**src/common/capture_unit_consts.svh**
```systemverilog
// Offsets, field positions, reset values and timing counts of the capture unit
`ifndef CAPTURE_UNIT_CONSTS_SVH
`define CAPTURE_UNIT_CONSTS_SVH
`define OFS_CCP_CONTROL 8'h00
`define OFS_CAPTURE_VALUE_LOW 8'h04
`define OFS_CAPTURE_VALUE_HIGH 8'h08
`define OFS_AUTO_SHUTDOWN_CONTROL 8'h0C
`define OFS_PWM_PERIOD 8'h10
`define OFS_IRQ_STATUS 8'h14
`define OFS_IRQ_MASK 8'h18
`define OFS_CAPTURE_FLAG 8'h1C
`define OFS_PIN_CONTROL 8'h20
`define CCP_CONTROL_RESET 8'h00
`define AUTO_SHUTDOWN_RESET 8'h00
`define PWM_PERIOD_RESET 8'hFF
`define MODE_LSB 0
`define DUTY_LSB 4
`define ASE_BIT 7
`define AS_LSB 4
`define PSS_AC_LSB 2
`define PSS_BD_LSB 0
`define MODE_OFF 4'h0
`define MODE_CAP_FALL 4'h4
`define MODE_CAP_RISE 4'h5
`define MODE_CAP_RISE4 4'h6
`define MODE_CAP_RISE16 4'h7
`define MODE_PWM 4'hC
`define PRESCALE_4 4'h3
`define PRESCALE_16 4'hF
`endif

```
**src/common/capture_unit_pkg.sv**
```systemverilog
// Types shared by the capture unit
`default_nettype none
package capture_unit_pkg;
  typedef enum logic [2:0] {
    SRC_NONE, SRC_CMP1, SRC_CMP2, SRC_CMP_ANY,
    SRC_FAULT, SRC_FAULT_CMP1, SRC_FAULT_CMP2, SRC_RSVD
  } shutdown_src_t;
  typedef enum logic [1:0] {
    PSS_LOW, PSS_HIGH, PSS_TRI_A, PSS_TRI_B
  } shutdown_state_t;
endpackage
`default_nettype wire

```
**src/design/capture_and_pwm_shutdown_unit.sv**
```systemverilog
// Capture, PWM and auto-shutdown unit behind a classic Wishbone slave
`include "capture_unit_consts.svh"
`default_nettype none
module capture_and_pwm_shutdown_unit (
  input wire logic clk_i,
  input wire logic rst_i,
  input wire logic [7:0] wb_adr_i,
  input wire logic [31:0] wb_dat_i,
  output logic [31:0] wb_dat_o,
  input wire logic wb_we_i,
  input wire logic [3:0] wb_sel_i,
  input wire logic wb_cyc_i,
  input wire logic wb_stb_i,
  output logic wb_ack_o,
  output logic wb_err_o,
  input wire logic [15:0] timebase_count_i,
  input wire logic sleep_i,
  input wire logic capture_input_pin_i,
  output logic capture_input_pin_o,
  output logic capture_input_pin_oe_o,
  input wire logic first_comparator_i,
  input wire logic second_comparator_i,
  input wire logic fault_input_pin_i,
  output logic pwm_out_a_o,
  output logic pwm_out_a_oe_o,
  output logic pwm_out_b_o,
  output logic pwm_out_b_oe_o,
  output logic pwm_out_c_o,
  output logic pwm_out_c_oe_o,
  output logic pwm_out_d_o,
  output logic pwm_out_d_oe_o,
  output logic irq_o
);
  import capture_unit_pkg::*;

  ////////////////////////////////////////////////////////////////////////////
  // Registers
  logic [7:0] ccp_control;
  logic [7:0] auto_shutdown_control;
  logic [7:0] capture_value_low;
  logic [7:0] capture_value_high;
  logic [7:0] pwm_period;
  logic [7:0] pwm_timebase_count;
  logic [1:0] irq_status;
  logic [1:0] irq_mask;
  logic capture_irq_flag;
  logic [1:0] pin_control;
  logic [3:0] prescale_count;
  logic pin_prev;
  logic pwm_level;
  logic shutdown_event_status;
  logic shutdown_trigger;
  logic capture_event;
  logic qualified_edge;
  logic cap_mode;
  logic [3:0] unit_mode_field;
  logic [3:0] prescale_limit;
  logic bus_req;
  logic bus_hit;
  logic wr_en;
  logic rd_en;
  logic [31:0] next_rdata;
  shutdown_src_t src_sel;
  shutdown_state_t pss_ac;
  shutdown_state_t pss_bd;

  assign unit_mode_field = ccp_control[`MODE_LSB +: 4];
  assign src_sel = shutdown_src_t'(auto_shutdown_control[`AS_LSB +: 3]);
  assign pss_ac = shutdown_state_t'(auto_shutdown_control[`PSS_AC_LSB +: 2]);
  assign pss_bd = shutdown_state_t'(auto_shutdown_control[`PSS_BD_LSB +: 2]);
  assign cap_mode = (unit_mode_field >= `MODE_CAP_FALL) &&
                    (unit_mode_field <= `MODE_CAP_RISE16);

  ////////////////////////////////////////////////////////////////////////////
  // Wishbone slave: one registered ack a clock after the request (one wait state), dropped the cycle after
  assign bus_req = wb_cyc_i && wb_stb_i && !wb_ack_o && !wb_err_o;
  always_comb begin
    unique case (wb_adr_i)
      `OFS_CCP_CONTROL, `OFS_CAPTURE_VALUE_LOW, `OFS_CAPTURE_VALUE_HIGH,
      `OFS_AUTO_SHUTDOWN_CONTROL, `OFS_PWM_PERIOD, `OFS_IRQ_STATUS,
      `OFS_IRQ_MASK, `OFS_CAPTURE_FLAG, `OFS_PIN_CONTROL: bus_hit = 1'b1;
      default: bus_hit = 1'b0;
    endcase
  end
  assign wr_en = bus_req && bus_hit && wb_we_i && wb_sel_i[0];
  assign rd_en = bus_req && bus_hit && !wb_we_i;

  always_ff @(posedge clk_i) begin
    if (rst_i) begin
      wb_ack_o <= 1'b0;
      wb_err_o <= 1'b0;
    end else begin
      wb_ack_o <= bus_req && bus_hit;
      wb_err_o <= bus_req && !bus_hit;
    end
  end

  always_comb begin
    next_rdata = 32'h0000_0000;
    unique case (wb_adr_i)
      `OFS_CCP_CONTROL: next_rdata[7:0] = ccp_control;
      `OFS_CAPTURE_VALUE_LOW: next_rdata[7:0] = capture_value_low;
      `OFS_CAPTURE_VALUE_HIGH: next_rdata[7:0] = capture_value_high;
      // bit 7 reads the latched shutdown status
      `OFS_AUTO_SHUTDOWN_CONTROL: next_rdata[7:0] =
        {shutdown_event_status, auto_shutdown_control[6:0]};
      `OFS_PWM_PERIOD: next_rdata[7:0] = pwm_period;
      `OFS_IRQ_STATUS: next_rdata[1:0] = irq_status;
      `OFS_IRQ_MASK: next_rdata[1:0] = irq_mask;
      `OFS_CAPTURE_FLAG: next_rdata[0] = capture_irq_flag;
      `OFS_PIN_CONTROL: next_rdata[1:0] = pin_control;
      default: next_rdata = 32'h0000_0000;
    endcase
  end

  always_ff @(posedge clk_i) begin
    if (rst_i) begin
      wb_dat_o <= 32'h0000_0000;
    end else if (rd_en) begin
      wb_dat_o <= next_rdata;
    end
  end

  ////////////////////////////////////////////////////////////////////////////
  // Control registers; all return to reset values
  always_ff @(posedge clk_i) begin
    if (rst_i) begin
      ccp_control <= `CCP_CONTROL_RESET;
      pwm_period <= `PWM_PERIOD_RESET;
      irq_mask <= 2'h0;
      pin_control <= 2'h0;
    end else if (wr_en && !sleep_i) begin
      if (wb_adr_i == `OFS_CCP_CONTROL) begin
        ccp_control <= wb_dat_i[7:0];
      end
      if (wb_adr_i == `OFS_PWM_PERIOD) begin
        pwm_period <= wb_dat_i[7:0];
      end
      if (wb_adr_i == `OFS_IRQ_MASK) begin
        irq_mask <= wb_dat_i[1:0];
      end
      if (wb_adr_i == `OFS_PIN_CONTROL) begin
        pin_control <= wb_dat_i[1:0];
      end
    end
  end

  ////////////////////////////////////////////////////////////////////////////
  // Capture path
  // pin edges drive trigger, including the unit's own output
  always_ff @(posedge clk_i) begin
    if (rst_i) begin
      pin_prev <= 1'b0;
    end else if (!sleep_i) begin
      pin_prev <= capture_input_pin_i;
    end
  end

  always_comb begin
    qualified_edge = 1'b0;
    if (unit_mode_field == `MODE_CAP_FALL) begin
      qualified_edge = pin_prev && !capture_input_pin_i;
    end else if (cap_mode) begin
      qualified_edge = !pin_prev && capture_input_pin_i;
    end
  end

  always_comb begin
    prescale_limit = 4'h0;
    if (unit_mode_field == `MODE_CAP_RISE4) begin
      prescale_limit = `PRESCALE_4;
    end else if (unit_mode_field == `MODE_CAP_RISE16) begin
      prescale_limit = `PRESCALE_16;
    end
  end

  // mode or prescale changes are not filtered; >= may fire early
  assign capture_event = !sleep_i && qualified_edge &&
                         (prescale_count >= prescale_limit);

  // prescaler clears on reset, off, or non-capture mode
  always_ff @(posedge clk_i) begin
    if (rst_i || !cap_mode) begin
      prescale_count <= 4'h0;
    end else if (capture_event) begin
      prescale_count <= 4'h0;
    end else if (qualified_edge && !sleep_i) begin
      prescale_count <= prescale_count + 4'h1;
    end
  end

  // copy timer into holding pair; newer overwrites
  always_ff @(posedge clk_i) begin
    if (rst_i) begin
      capture_value_low <= 8'h00;
      capture_value_high <= 8'h00;
    end else if (capture_event) begin
      capture_value_low <= timebase_count_i[7:0];
      capture_value_high <= timebase_count_i[15:8];
    end else if (wr_en && !sleep_i && !cap_mode) begin
      if (wb_adr_i == `OFS_CAPTURE_VALUE_LOW) begin
        capture_value_low <= wb_dat_i[7:0];
      end
      if (wb_adr_i == `OFS_CAPTURE_VALUE_HIGH) begin
        capture_value_high <= wb_dat_i[7:0];
      end
    end
  end

  // flag set by hardware, cleared only by a software write; set wins
  always_ff @(posedge clk_i) begin
    if (rst_i) begin
      capture_irq_flag <= 1'b0;
    end else if (capture_event) begin
      capture_irq_flag <= 1'b1;
    end else if (wr_en && !sleep_i && wb_adr_i == `OFS_CAPTURE_FLAG &&
                 !wb_dat_i[0]) begin
      capture_irq_flag <= 1'b0;
    end
  end

  ////////////////////////////////////////////////////////////////////////////
  // PWM time base
  // counts on the system clock; holds in sleep
  always_ff @(posedge clk_i) begin
    if (rst_i || unit_mode_field != `MODE_PWM) begin
      pwm_timebase_count <= 8'h00;
    end else if (!sleep_i) begin
      if (pwm_timebase_count >= pwm_period) begin
        pwm_timebase_count <= 8'h00;
      end else begin
        pwm_timebase_count <= pwm_timebase_count + 8'h01;
      end
    end
  end

  // Duty compares the upper control nibble with the count's top four bits
  always_ff @(posedge clk_i) begin
    if (rst_i) begin
      pwm_level <= 1'b0;
    end else if (!sleep_i) begin
      pwm_level <= (unit_mode_field == `MODE_PWM) &&
        (pwm_timebase_count[7:4] < ccp_control[`DUTY_LSB +: 4]);
    end
  end

  ////////////////////////////////////////////////////////////////////////////
  // Auto-shutdown
  // source selection; fault pin is active low
  always_comb begin
    unique case (src_sel)
      SRC_NONE: shutdown_trigger = 1'b0;
      SRC_CMP1: shutdown_trigger = first_comparator_i;
      SRC_CMP2: shutdown_trigger = second_comparator_i;
      SRC_CMP_ANY: shutdown_trigger = first_comparator_i ||
                                      second_comparator_i;
      SRC_FAULT: shutdown_trigger = !fault_input_pin_i;
      SRC_FAULT_CMP1: shutdown_trigger = !fault_input_pin_i ||
                                         first_comparator_i;
      SRC_FAULT_CMP2: shutdown_trigger = !fault_input_pin_i ||
                                         second_comparator_i;
      SRC_RSVD: shutdown_trigger = 1'b0;
    endcase
  end

  // status latches while shutdown holds; software clears it, set wins
  always_ff @(posedge clk_i) begin
    if (rst_i) begin
      auto_shutdown_control <= `AUTO_SHUTDOWN_RESET;
      shutdown_event_status <= 1'b0;
    end else begin
      if (wr_en && !sleep_i && wb_adr_i == `OFS_AUTO_SHUTDOWN_CONTROL) begin
        auto_shutdown_control[6:0] <= wb_dat_i[6:0];
      end
      if (shutdown_trigger && !sleep_i) begin
        shutdown_event_status <= 1'b1;
      end else if (wr_en && !sleep_i &&
                   wb_adr_i == `OFS_AUTO_SHUTDOWN_CONTROL) begin
        shutdown_event_status <= wb_dat_i[`ASE_BIT];
      end
    end
  end

  ////////////////////////////////////////////////////////////////////////////
  // Interrupt status: bit0 capture, bit1 shutdown; read clears, set wins
  always_ff @(posedge clk_i) begin
    if (rst_i) begin
      irq_status <= 2'h0;
    end else begin
      for (int i = 0; i < 2; i++) begin
        if ((i == 0 && capture_event) ||
            (i == 1 && shutdown_trigger && !shutdown_event_status &&
             !sleep_i)) begin
          irq_status[i] <= 1'b1;
        end else if (rd_en && wb_adr_i == `OFS_IRQ_STATUS) begin
          irq_status[i] <= 1'b0;
        end
      end
    end
  end
  assign irq_o = |(irq_status & irq_mask);

  ////////////////////////////////////////////////////////////////////////////
  // Pins; reset leaves every pin as input
  // shutdown levels per pin pair
  always_ff @(posedge clk_i) begin
    if (rst_i) begin
      pwm_out_a_o <= 1'b0;
      pwm_out_c_o <= 1'b0;
      pwm_out_b_o <= 1'b0;
      pwm_out_d_o <= 1'b0;
      pwm_out_a_oe_o <= 1'b0;
      pwm_out_c_oe_o <= 1'b0;
      pwm_out_b_oe_o <= 1'b0;
      pwm_out_d_oe_o <= 1'b0;
    end else if (!sleep_i) begin
      if (shutdown_event_status) begin
        pwm_out_a_o <= pss_ac == PSS_HIGH;
        pwm_out_c_o <= pss_ac == PSS_HIGH;
        pwm_out_a_oe_o <= !auto_shutdown_control[`PSS_AC_LSB + 1];
        pwm_out_c_oe_o <= !auto_shutdown_control[`PSS_AC_LSB + 1];
        pwm_out_b_o <= pss_bd == PSS_HIGH;
        pwm_out_d_o <= pss_bd == PSS_HIGH;
        pwm_out_b_oe_o <= !auto_shutdown_control[`PSS_BD_LSB + 1];
        pwm_out_d_oe_o <= !auto_shutdown_control[`PSS_BD_LSB + 1];
      end else begin
        pwm_out_a_o <= pwm_level;
        pwm_out_c_o <= pwm_level;
        pwm_out_b_o <= !pwm_level;
        pwm_out_d_o <= !pwm_level;
        pwm_out_a_oe_o <= unit_mode_field == `MODE_PWM;
        pwm_out_c_oe_o <= unit_mode_field == `MODE_PWM;
        pwm_out_b_oe_o <= unit_mode_field == `MODE_PWM;
        pwm_out_d_oe_o <= unit_mode_field == `MODE_PWM;
      end
    end
  end

  // Capture pin as a port: bit0 drive enable, bit1 level
  assign capture_input_pin_oe_o = pin_control[0];
  assign capture_input_pin_o = pin_control[1];

  ////////////////////////////////////////////////////////////////////////////
  // Assertions
  property p_capture_copy;
    @(posedge clk_i) disable iff (rst_i)
    capture_event |=> capture_value_low == $past(timebase_count_i[7:0]) &&
                      capture_value_high == $past(timebase_count_i[15:8]);
  endproperty
  a_capture_copy: assert property (p_capture_copy)
    else $error("capture pair did not take the timer count");

  property p_rise16;
    @(posedge clk_i) disable iff (rst_i)
    capture_event && unit_mode_field == `MODE_CAP_RISE16 |->
      prescale_count == 4'hF;
  endproperty
  a_rise16: assert property (p_rise16)
    else $error("sixteenth-edge capture fired early");

  property p_flag_set;
    @(posedge clk_i) disable iff (rst_i)
    capture_event |=> capture_irq_flag;
  endproperty
  a_flag_set: assert property (p_flag_set)
    else $error("capture flag not set");

  property p_flag_hold;
    @(posedge clk_i) disable iff (rst_i)
    capture_irq_flag && !(wr_en && wb_adr_i == `OFS_CAPTURE_FLAG) |=>
      capture_irq_flag;
  endproperty
  a_flag_hold: assert property (p_flag_hold)
    else $error("capture flag cleared without a write");

  property p_presc_clear;
    @(posedge clk_i) disable iff (rst_i)
    !cap_mode |=> prescale_count == 4'h0;
  endproperty
  a_presc_clear: assert property (p_presc_clear)
    else $error("prescaler not cleared outside capture");

  property p_sleep_freeze;
    @(posedge clk_i) disable iff (rst_i)
    sleep_i && $past(sleep_i) |-> $stable(pwm_timebase_count) &&
                                  $stable(pwm_out_a_o);
  endproperty
  a_sleep_freeze: assert property (p_sleep_freeze)
    else $error("unit changed during sleep");

  property p_shutdown_status;
    @(posedge clk_i) disable iff (rst_i)
    shutdown_trigger && !sleep_i |=> shutdown_event_status ##1
      (pwm_out_a_oe_o == !auto_shutdown_control[`PSS_AC_LSB + 1]);
  endproperty
  a_shutdown_status: assert property (p_shutdown_status)
    else $error("shutdown status or pins wrong");

  property p_fault_src;
    @(posedge clk_i) disable iff (rst_i)
    src_sel == SRC_FAULT && !fault_input_pin_i |-> shutdown_trigger;
  endproperty
  a_fault_src: assert property (p_fault_src)
    else $error("fault pin low did not trigger shutdown");

  property p_read_clean;
    @(posedge clk_i) disable iff (rst_i)
    rd_en && !capture_event |=> $stable(capture_value_low) &&
                                $stable(capture_irq_flag);
  endproperty
  a_read_clean: assert property (p_read_clean)
    else $error("read altered captured state");

  c_capture: cover property (@(posedge clk_i) disable iff (rst_i)
    capture_event && unit_mode_field == `MODE_CAP_RISE4);
  c_overwrite: cover property (@(posedge clk_i) disable iff (rst_i)
    capture_event && capture_irq_flag);
  c_shutdown: cover property (@(posedge clk_i) disable iff (rst_i)
    shutdown_event_status && pwm_out_b_oe_o);
endmodule
`default_nettype wire

```
**config.mk**
```make
export PLATFORM = sky130hd
export DESIGN_NAME = capture_and_pwm_shutdown_unit
export DESIGN_NICKNAME = d
export VERILOG_FILES = /design/src/common/capture_unit_pkg.sv /design/src/design/capture_and_pwm_shutdown_unit.sv
export VERILOG_INCLUDE_DIRS = /design/src /design/src/common
export SDC_FILE = /design/constraint.sdc
export NUM_CORES = 1
export LEC_CHECK = 0
export BUFFER_PORTS_ARGS = -buffer_cell sky130_fd_sc_hd__buf_2
export CAP_MARGIN = 10
export CORE_AREA = 2 2 91 128
export CTS_CLUSTER_DIAMETER = 40
export DETAILED_ROUTE_END_ITERATION = 8
export DIE_AREA = 0 0 93 130
export HOLD_SLACK_MARGIN = 0.05
export PLACE_DENSITY = 0.69
export SLEW_MARGIN = 30
export SYNTH_ARGS = -nofsm -noshare
export SYNTH_HDL_FRONTEND = slang
export SYNTH_SLANG_ARGS = --single-unit
export TNS_END_PERCENT = 5
```
**constraint.sdc**
```tcl
create_clock -name clk_i -period 3.7 [get_ports clk_i]
set_input_delay 0.74 -clock clk_i [delete_from_list [all_inputs] [get_ports clk_i]]
set_output_delay 0.74 -clock clk_i [all_outputs]
set_load 0.05 [all_outputs]
```
Yosys cells after proc, flatten, opt, wreduce, memory -nomap -nowiden
Index checks and enable logic that the tools add are counted.
{ "classes": {"add_sub_neg": 2, "n_lt_le_gt_ge": 5, "n_eq_ne": 22, "muxes": 27, "n_bitwise": 1, "n_reduce_logical": 61} }
{ "ops": {"columns": ["op", "count"], "rows": [
  ["2-to-1 mux 8 bit", 7],
  ["== test 8 x 5 -> 1 bit, second input constant", 4],
  ["case mux 6 bit (5 select lines)", 1],
  ["logical AND 1 bit", 23],
  ["== test 8 x 4 -> 1 bit, second input constant", 2],
  ["zero test 1 bit", 14],
  ["2-to-1 mux 1 bit", 14],
  ["nonzero test 2 bit", 7],
  ["== test 3 bit, second input constant", 4],
  ["== test 4 x 3 -> 1 bit, second input constant", 3],
  ["AND reduction 2 bit", 6],
  ["case mux 1 bit (9 select lines)", 1],
  ["OR reduction 9 bit", 1],
  ["adder 8 x 1 -> 8 bit, second input constant", 1],
  ["== test 8 x 3 -> 1 bit, second input constant", 1],
  ["== test 8 x 6 -> 1 bit, second input constant", 1],
  ["greater-or-equal comparator 8 bit", 1],
  ["zero test 8 bit", 1],
  ["2-to-1 mux 4 bit", 2],
  ["case mux 1 bit (8 select lines)", 1],
  ["case mux 1 bit (7 select lines)", 1],
  ["== test 3 x 2 -> 1 bit, second input constant", 2],
  ["OR reduction 2 bit", 3],
  ["logical OR 1 bit", 5],
  ["11 further kinds", 12]
]} }
{ "word_totals": {"regBits": 75, "in_bits": 70, "out_inout_bits": 45, "wordCells": 140} }

Longest topological paths before layout
Gate-level depths: netlist of run 1.
{ "depth": {"ltp_word": 11, "ltp_mapped": 10, "depth_no_buf": 9} }

Worst setup path before layout of run 1
OpenSTA, ideal clock, no wires.
{ "synth_path": {"path_type": "register to register", "startpoint": "register ccp_control[3]", "endpoint": "register prescale_count[1]", "setup_time_ps": 70, "t_arrival_ps": 2362, "slack_ps": 1268, "path_stages_with_launch": 9, "n_path_buf": 0, "synth_period_minus_slack_ps": 2432, "cell_sequence": "dfxtp_1 -> and2b_2 -> and2_1 -> ha_1 -> nand2b_1 -> a2111oi_2 -> nor4_4 -> or3b_2 -> a21oi_1"} }
{ "synth_between": {"elab_chain_cells": 7} }
{ "synth_rtl": {"columns": ["element", "line", "rtl"], "rows": [
  ["start: declaration", "capture_and_pwm_shutdown_unit.sv:38", "logic [7:0] ccp_control;"],
  ["start signal: assignment", "capture_and_pwm_shutdown_unit.sv:128", "ccp_control <= `CCP_CONTROL_RESET;"],
  ["start signal: assignment", "capture_and_pwm_shutdown_unit.sv:134", "ccp_control <= wb_dat_i[7:0];"],
  ["branches (longest 7 deep; another with greater-or-equal comparator 4 bit)", null, null],
  ["end signal: assignment", "capture_and_pwm_shutdown_unit.sv:188", "prescale_count <= prescale_count + 4'h1;"],
  ["end: declaration", "capture_and_pwm_shutdown_unit.sv:48", "logic [3:0] prescale_count;"]
]} }
Parallel ways; which one is timed is not known.
A chain may end at the register's enable or synchronous reset.

Worst setup path in the final report of run 1
{ "layout_path": {"startpoint": "register ccp_control[3]", "endpoint": "register capture_value_high[0]"} }
{ "layout_between": {"elab_chain_cells": 8} }
{ "layout_rtl": {"columns": ["element", "line", "rtl"], "rows": [
  ["branches (longest 8 deep; another with greater-or-equal comparator 4 bit)", null, null],
  ["end signal: assignment", "capture_and_pwm_shutdown_unit.sv:199", "capture_value_high <= timebase_count_i[15:8];"],
  ["end signal: assignment", "capture_and_pwm_shutdown_unit.sv:205", "capture_value_high <= wb_dat_i[7:0];"],
  ["end: declaration", "capture_and_pwm_shutdown_unit.sv:41", "logic [7:0] capture_value_high;"]
]} }
Parallel ways; which one is timed is not known.

==> results of run 1 <==
[metal layers]
metal	vias to the layer above	track usage	routed length, µm	share of wire
met5	-	0	0	0
met1	1658	0.207	4360	0.42
li1	1772	-	-	-
met2	96	0.315	5360	0.51
met3	20	0.0214	452	0.043
met4	0	0.0856	254	0.024
[cells by family (layout without fill, tap and decap cells)]
logic type	count (synthesis)	after routing	share of synthesized area
compound gates	112	112	0.193
other cells	1	24	0.000850
xor+xnor	8	8	0.0159
flops	75	75	0.340
buf+inv	76	103	0.0973
mux	54	54	0.126
fa+ha+maj	17	17	0.0482
simple gates	134	134	0.178
[worst reg2reg max path, stage by stage, from the launching register on]
cell and delay (ns):
dfxtp_1 0.40, and2b_2 0.30, and2_1 0.20, ha_1 0.26, nand2b_1 0.15, a2111oi_2 0.48, nor4_4 0.05, buf_4 0.21
buf_4 0.25, or2_4 0.37, a21oi_2 0.13
[sequential cells by signal, indices dropped and copies added (netlist names), 2 cells and up]
signal                 count
wb_dat_o                   8
auto_shutdown_control      7
pwm_timebase_count         8
pin_control                2
irq_mask                   2
capture_value_low          8
irq_status                 2
prescale_count             4
ccp_control                8
capture_value_high         8
pwm_period                 8
[area by class of cell]
class                      count  area (µm²)  share of cell area
multi-input combinational    349        2570               0.517
sequential                    75        1500               0.302
timing repair buffer          69         360              0.0725
clock buffer                  12         246              0.0496
tap                          144         180              0.0363
inverter                      20        75.1              0.0151
clock inverter                 2        37.5             0.00756
[path summary, 6_finish.rpt]
check                               from                                  to
max          ccp_control[3]$_SDFFE_PP0P_  capture_value_high[0]$_SDFFE_PP0P_
min               pwm_level$_SDFFE_PP0N_              pwm_level$_SDFFE_PP0N_
max reg2reg  ccp_control[3]$_SDFFE_PP0P_  capture_value_high[0]$_SDFFE_PP0P_
min reg2reg       pwm_level$_SDFFE_PP0N_              pwm_level$_SDFFE_PP0N_
[per-stage QoR]
stage	worst slack (ns)	hold WS, ns
2_1_floorplan	1.27	0.450
3_3_place_gp	0.767	0.468
3_5_place_dp	0.673	0.475
4_1_cts	0.822	0.484
5_1_grt	0.640	0.523
6_report	0.832	0.486
[report_power, final]
group          internal, mW  switching, mW
Combinational        0.0391          0.136
Sequential            0.811        0.00254
Clock                 0.533          0.321
[layout by cell type (no fill, tap or decap), types with 8 or more instances in the layout]
| master | n |
|---|---|
| buf_2 | 63 |
| o21ai_0 | 13 |
| inv_1 | 19 |
| a21oi_2 | 16 |
| a21oi_1 | 13 |
| clkbuf_16 | 9 |
| nand2_1 | 33 |
| dfxtp_1 | 75 |
| nor2_1 | 42 |
| mux2i_1 | 42 |
| mux2_2 | 12 |
| o31ai_1 | 16 |
| conb_1 | 24 |
| o211ai_1 | 9 |
| nor3_1 | 9 |
| ha_1 | 17 |
| a311oi_1 | 8 |
==> results.json, run 1 <==
{
  "status": "finished clean",
  "fmax_mhz": 349,
  "yosys.area.top_type": "dfxtp_1",
  "synth-edff-count": 0,
  "ant_nets": 0,
  "synth.top_cell.area_share": 0.340,
  "setup_viol": 0,
  "first_pass_iters": 4,
  "tightest_slew_ns": 0.736,
  "wl_um": 10400,
  "end_kind": "flip-flop",
  "leakage_nw": 2.15,
  "cts.clk_slew.worst_paths_ns": 0.06,
  "clockBufferDepth": 2,
  "async_flop_share": 0,
  "cpMostUsedCell": "buf_4",
  "vias_per_cell": 5.28,
  "grt_pass1_wl_um": 16900,
  "ys_warn_count": 0,
  "yosysMostFrequentCell": "dfxtp_1",
  "grt_pass1_vias": 3476,
  "cp_slowest_cell": "a2111oi_2",
  "ys_seq_area_frac": 0.340,
  "grt_max_degree": 40,
  "start_util": 0.399,
  "min_period_ns": 2.87,
  "clock_skew_ns": 0.00629,
  "critPathBufInv": 2,
  "dp_cells": 657,
  "track_usage": 0.176,
  "crit_arrival_ns": 3.14,
  "num_vias": 3546,
  "synth_seq_cells": 75,
  "die_x_um": 93,
  "port_buffers": 63,
  "startpoint_type": "flip-flop",
  "coreArea_um2": 11100,
  "worst_slew_margin_rel": 0.509,
  "grt-ovfl-total": 0,
  "ctsHoldBuffers": 0,
  "layout-drive-gt1-share": 0.245,
  "antenna_found_initial": 0,
  "cts-root-buf": "clkbuf_16",
  "wl_per_cell_um": 15.5,
  "nNetsFinal": 611,
  "max_stage_delay_ns": 0.48,
  "htreeDepth": 3,
  "dieArea_um2": 12100,
  "synth_common_cells": "75 x dfxtp_1, 42 x mux2i_1, 42 x nor2_1, 33 x nand2_1, 30 x buf_4",
  "clk_latency_ns": 0.34,
  "crit_fanout": 25,
  "io_pins": 115,
  "rows": 46,
  "fillers": 1104,
  "place.gp.congestion": 0.923,
  "path_cells": "and2b_2 -> and2_1 -> ha_1 -> nand2b_1 -> a2111oi_2 -> nor4_4 -> buf_4 -> buf_4 -> or2_4 -> a21oi_2",
  "ir_drop_v": 0.000239,
  "dp_hpwl_um": 8030,
  "fin_tns_setup_ns": 0,
  "period_share": 0.775,
  "reg2reg_slack_ns": 0.83,
  "powerDensity_nw_per_um2": 371,
  "placed_area_um2": 4680,
  "maxCapViolations": 0,
  "path_depth": 10,
  "syn2layout_area_growth_pct": 12.6,
  "worstPathRequired_ns": 3.97,
  "postSynthAreaPerCell_um2": 9.25,
  "final-hold-violation-count": 0,
  "drv_slew": 0,
  "syn_area_um2": 4410,
  "fin_cells": 671,
  "path_class": "flip-flop to flip-flop",
  "rsz0062_at_grt": "false",
  "finalCoreUtilization": 0.450,
  "critPathTopFamily": "simple AND/OR/NAND/NOR gates",
  "clock-sinks": 75,
  "postCtsSetupBuffers": 0,
  "cts_tree": "built",
  "netlist_instances": 477,
  "synth.area.top_cells": "dfxtp_1 34%, mux2i_1 9.5%, buf_4 5.1%, ha_1 4.8%, nor2_1 3.6%",
  "fp.dieH_um": 130,
  "design_area_um2": 4970,
  "whs_path_depth": 2,
  "ctsResizeCount": 0,
  "ys.flop_type": "dfxtp_1",
  "cts_made_buffers": 9,
  "n_antenna_cell": 0,
  "power_mw": 1.84,
  "drt_iter0_drc": 186,
  "rr_worst_depth": 10,
  "synthDistinctLibCells": 65,
  "hp-class": "flip-flop to flip-flop",
  "drc": 0
}
No activity file was read; power rests on OpenSTA's default activity.
==> run 2: changes to the inputs <==
==> constraint.sdc (replaced) <==
create_clock -name clk_i -period 2.8 [get_ports clk_i]
set_input_delay 0.56 -clock clk_i [delete_from_list [all_inputs] [get_ports clk_i]]
set_output_delay 0.56 -clock clk_i [all_outputs]
set_load 0.05 [all_outputs]
==> run 2 against run 1 <==
Net effect:
- core utilization increased by 1.3 points
- worst hold slack worse by 0.0042 ns
- sequential share of layout area down 0.88 points
- total power grew 37%
- clock power up 42%
- global-route usage grew 0.47 points
- highest routed layer unchanged
==> results.json, run 2 (synthesis results as in run 1) <==
{
  "min_period_ns": 2.60,
  "maxCapViolations": 0,
  "ctsHoldBuffers": 0,
  "vias_per_cell": 5.34,
  "start_util": 0.399,
  "final-hold-violation-count": 0,
  "worst_slew_margin_rel": 0.543,
  "port_buffers": 63,
  "dieArea_um2": 12100,
  "tightest_slew_ns": 0.685,
  "rr_startpoint": "ccp_control[3]$_SDFFE_PP0P_",
  "power_mw": 2.52,
  "setup_viol": 0,
  "first_pass_iters": 4,
  "hp-class": "flip-flop to flip-flop",
  "grt_max_degree": 38,
  "fmax_mhz": 385,
  "clockBufferDepth": 2,
  "htreeDepth": 3,
  "cts_made_buffers": 9,
  "startpoint_type": "flip-flop",
  "track_usage": 0.180,
  "min_from": "pwm_level$_SDFFE_PP0N_",
  "ant_nets": 0,
  "nNetsFinal": 624,
  "grt_pass1_wl_um": 17300,
  "n_antenna_cell": 0,
  "grt-ovfl-total": 0,
  "io_pins": 115,
  "hold_ws_ns": 0.482,
  "fin_cells": 686,
  "clock_skew_ns": 0.00448,
  "wl_um": 10800,
  "postCtsSetupBuffers": 0,
  "dp_cells": 670,
  "layout_common_cells": "75 x dfxtp_1, 63 x buf_2, 42 x mux2i_1, 42 x nor2_1, 33 x nand2_1",
  "ir_drop_v": 0.000237,
  "status": "finished clean",
  "layout-drive-gt1-share": 0.266,
  "cts-root-buf": "clkbuf_16",
  "grt_pass1_vias": 3549,
  "num_vias": 3661,
  "coreArea_um2": 11100,
  "crit_arrival_ns": 2.87,
  "wl_per_cell_um": 15.7,
  "worstPathRequired_ns": 3.07,
  "period_share": 0.929,
  "end_kind": "flip-flop",
  "cts.clk_slew.worst_paths_ns": 0.06,
  "die_x_um": 93,
  "leakage_nw": 2.24,
  "ctsResizeCount": 0,
  "path_class": "flip-flop to flip-flop",
  "startpoint": "ccp_control[3]$_SDFFE_PP0P_",
  "dp_hpwl_um": 8400,
  "clk_latency_ns": 0.34,
  "clock-sinks": 75,
  "place.gp.congestion": 0.899,
  "drt_iter0_drc": 123,
  "fp.dieH_um": 130,
  "syn2layout_area_growth_pct": 16.0,
  "fin_tns_setup_ns": 0,
  "rsz0062_at_grt": "false",
  "cts_tree": "built",
  "crit_fanout": 5,
  "rows": 46,
  "antenna_found_initial": 0,
  "drc": 0,
  "powerDensity_nw_per_um2": 493,
  "final_common_cell": "dfxtp_1",
  "drv_slew": 0
}
## run 2: critical path: stages (launching register included)
cell	delay [ns]
dfxtp_1	0.41
and2b_2	0.25
and2_1	0.19
ha_1	0.28
nand2b_1	0.16
a2111oi_2	0.47
nor4_4	0.12
or3b_2	0.53
a21oi_1	0.13
## run 2: power breakdown
group	leakage [nW]	switching (mW)	internal, mW
combinational	1.48	0.182	0.0563
clock	0.150	0.431	0.777
sequential	0.605	0.00318	1.07
total	2.24	0.616	1.91
## run 2: path summary, 6_finish.rpt
path                                    endpoint  slack (ns)  cells after the start
setup / recovery  prescale_count[1]$_SDFFE_PP0P_        0.20                      8
hold / removal            pwm_level$_SDFFE_PP0N_        0.48                      2
hold reg to reg           pwm_level$_SDFFE_PP0N_        0.48                      2
setup reg to reg  prescale_count[1]$_SDFFE_PP0P_        0.20                      8
## run 2: stage by stage
| step | utilization | instance area (µm²) | setup slack (ns) |
|---|---|---|---|
| detailed placement | 0.435 | 4810 | 0.233 |
| global placement | 0.435 | 4810 | 0.265 |
| floorplan | - | 4500 | 0.368 |
| global route | 0.463 | 5120 | 0.0748 |
| CTS | 0.463 | 5120 | 0.192 |
| finish | 0.463 | 5120 | 0.200 |
## run 2: final cells by class
type | count | area (µm²)
clock buffers | 11 | 233
clock inverters | 5 | 77.6
well taps | 144 | 180
inverters | 20 | 75.1
fillers | 1065 | 5930
multi-input cells | 349 | 2570
repair buffers | 82 | 483
flip-flops and latches | 75 | 1500
## run 2: per-layer routing
| layer | vias to the layer above | track usage | routed length, µm |
|---|---|---|---|
| met5 | - | 0 | 0 |
| met4 | 0 | 0.0856 | 230 |
| met3 | 18 | 0.0162 | 371 |
| met2 | 82 | 0.333 | 5770 |
| met1 | 1759 | 0.208 | 4410 |
| li1 | 1802 | - | - |
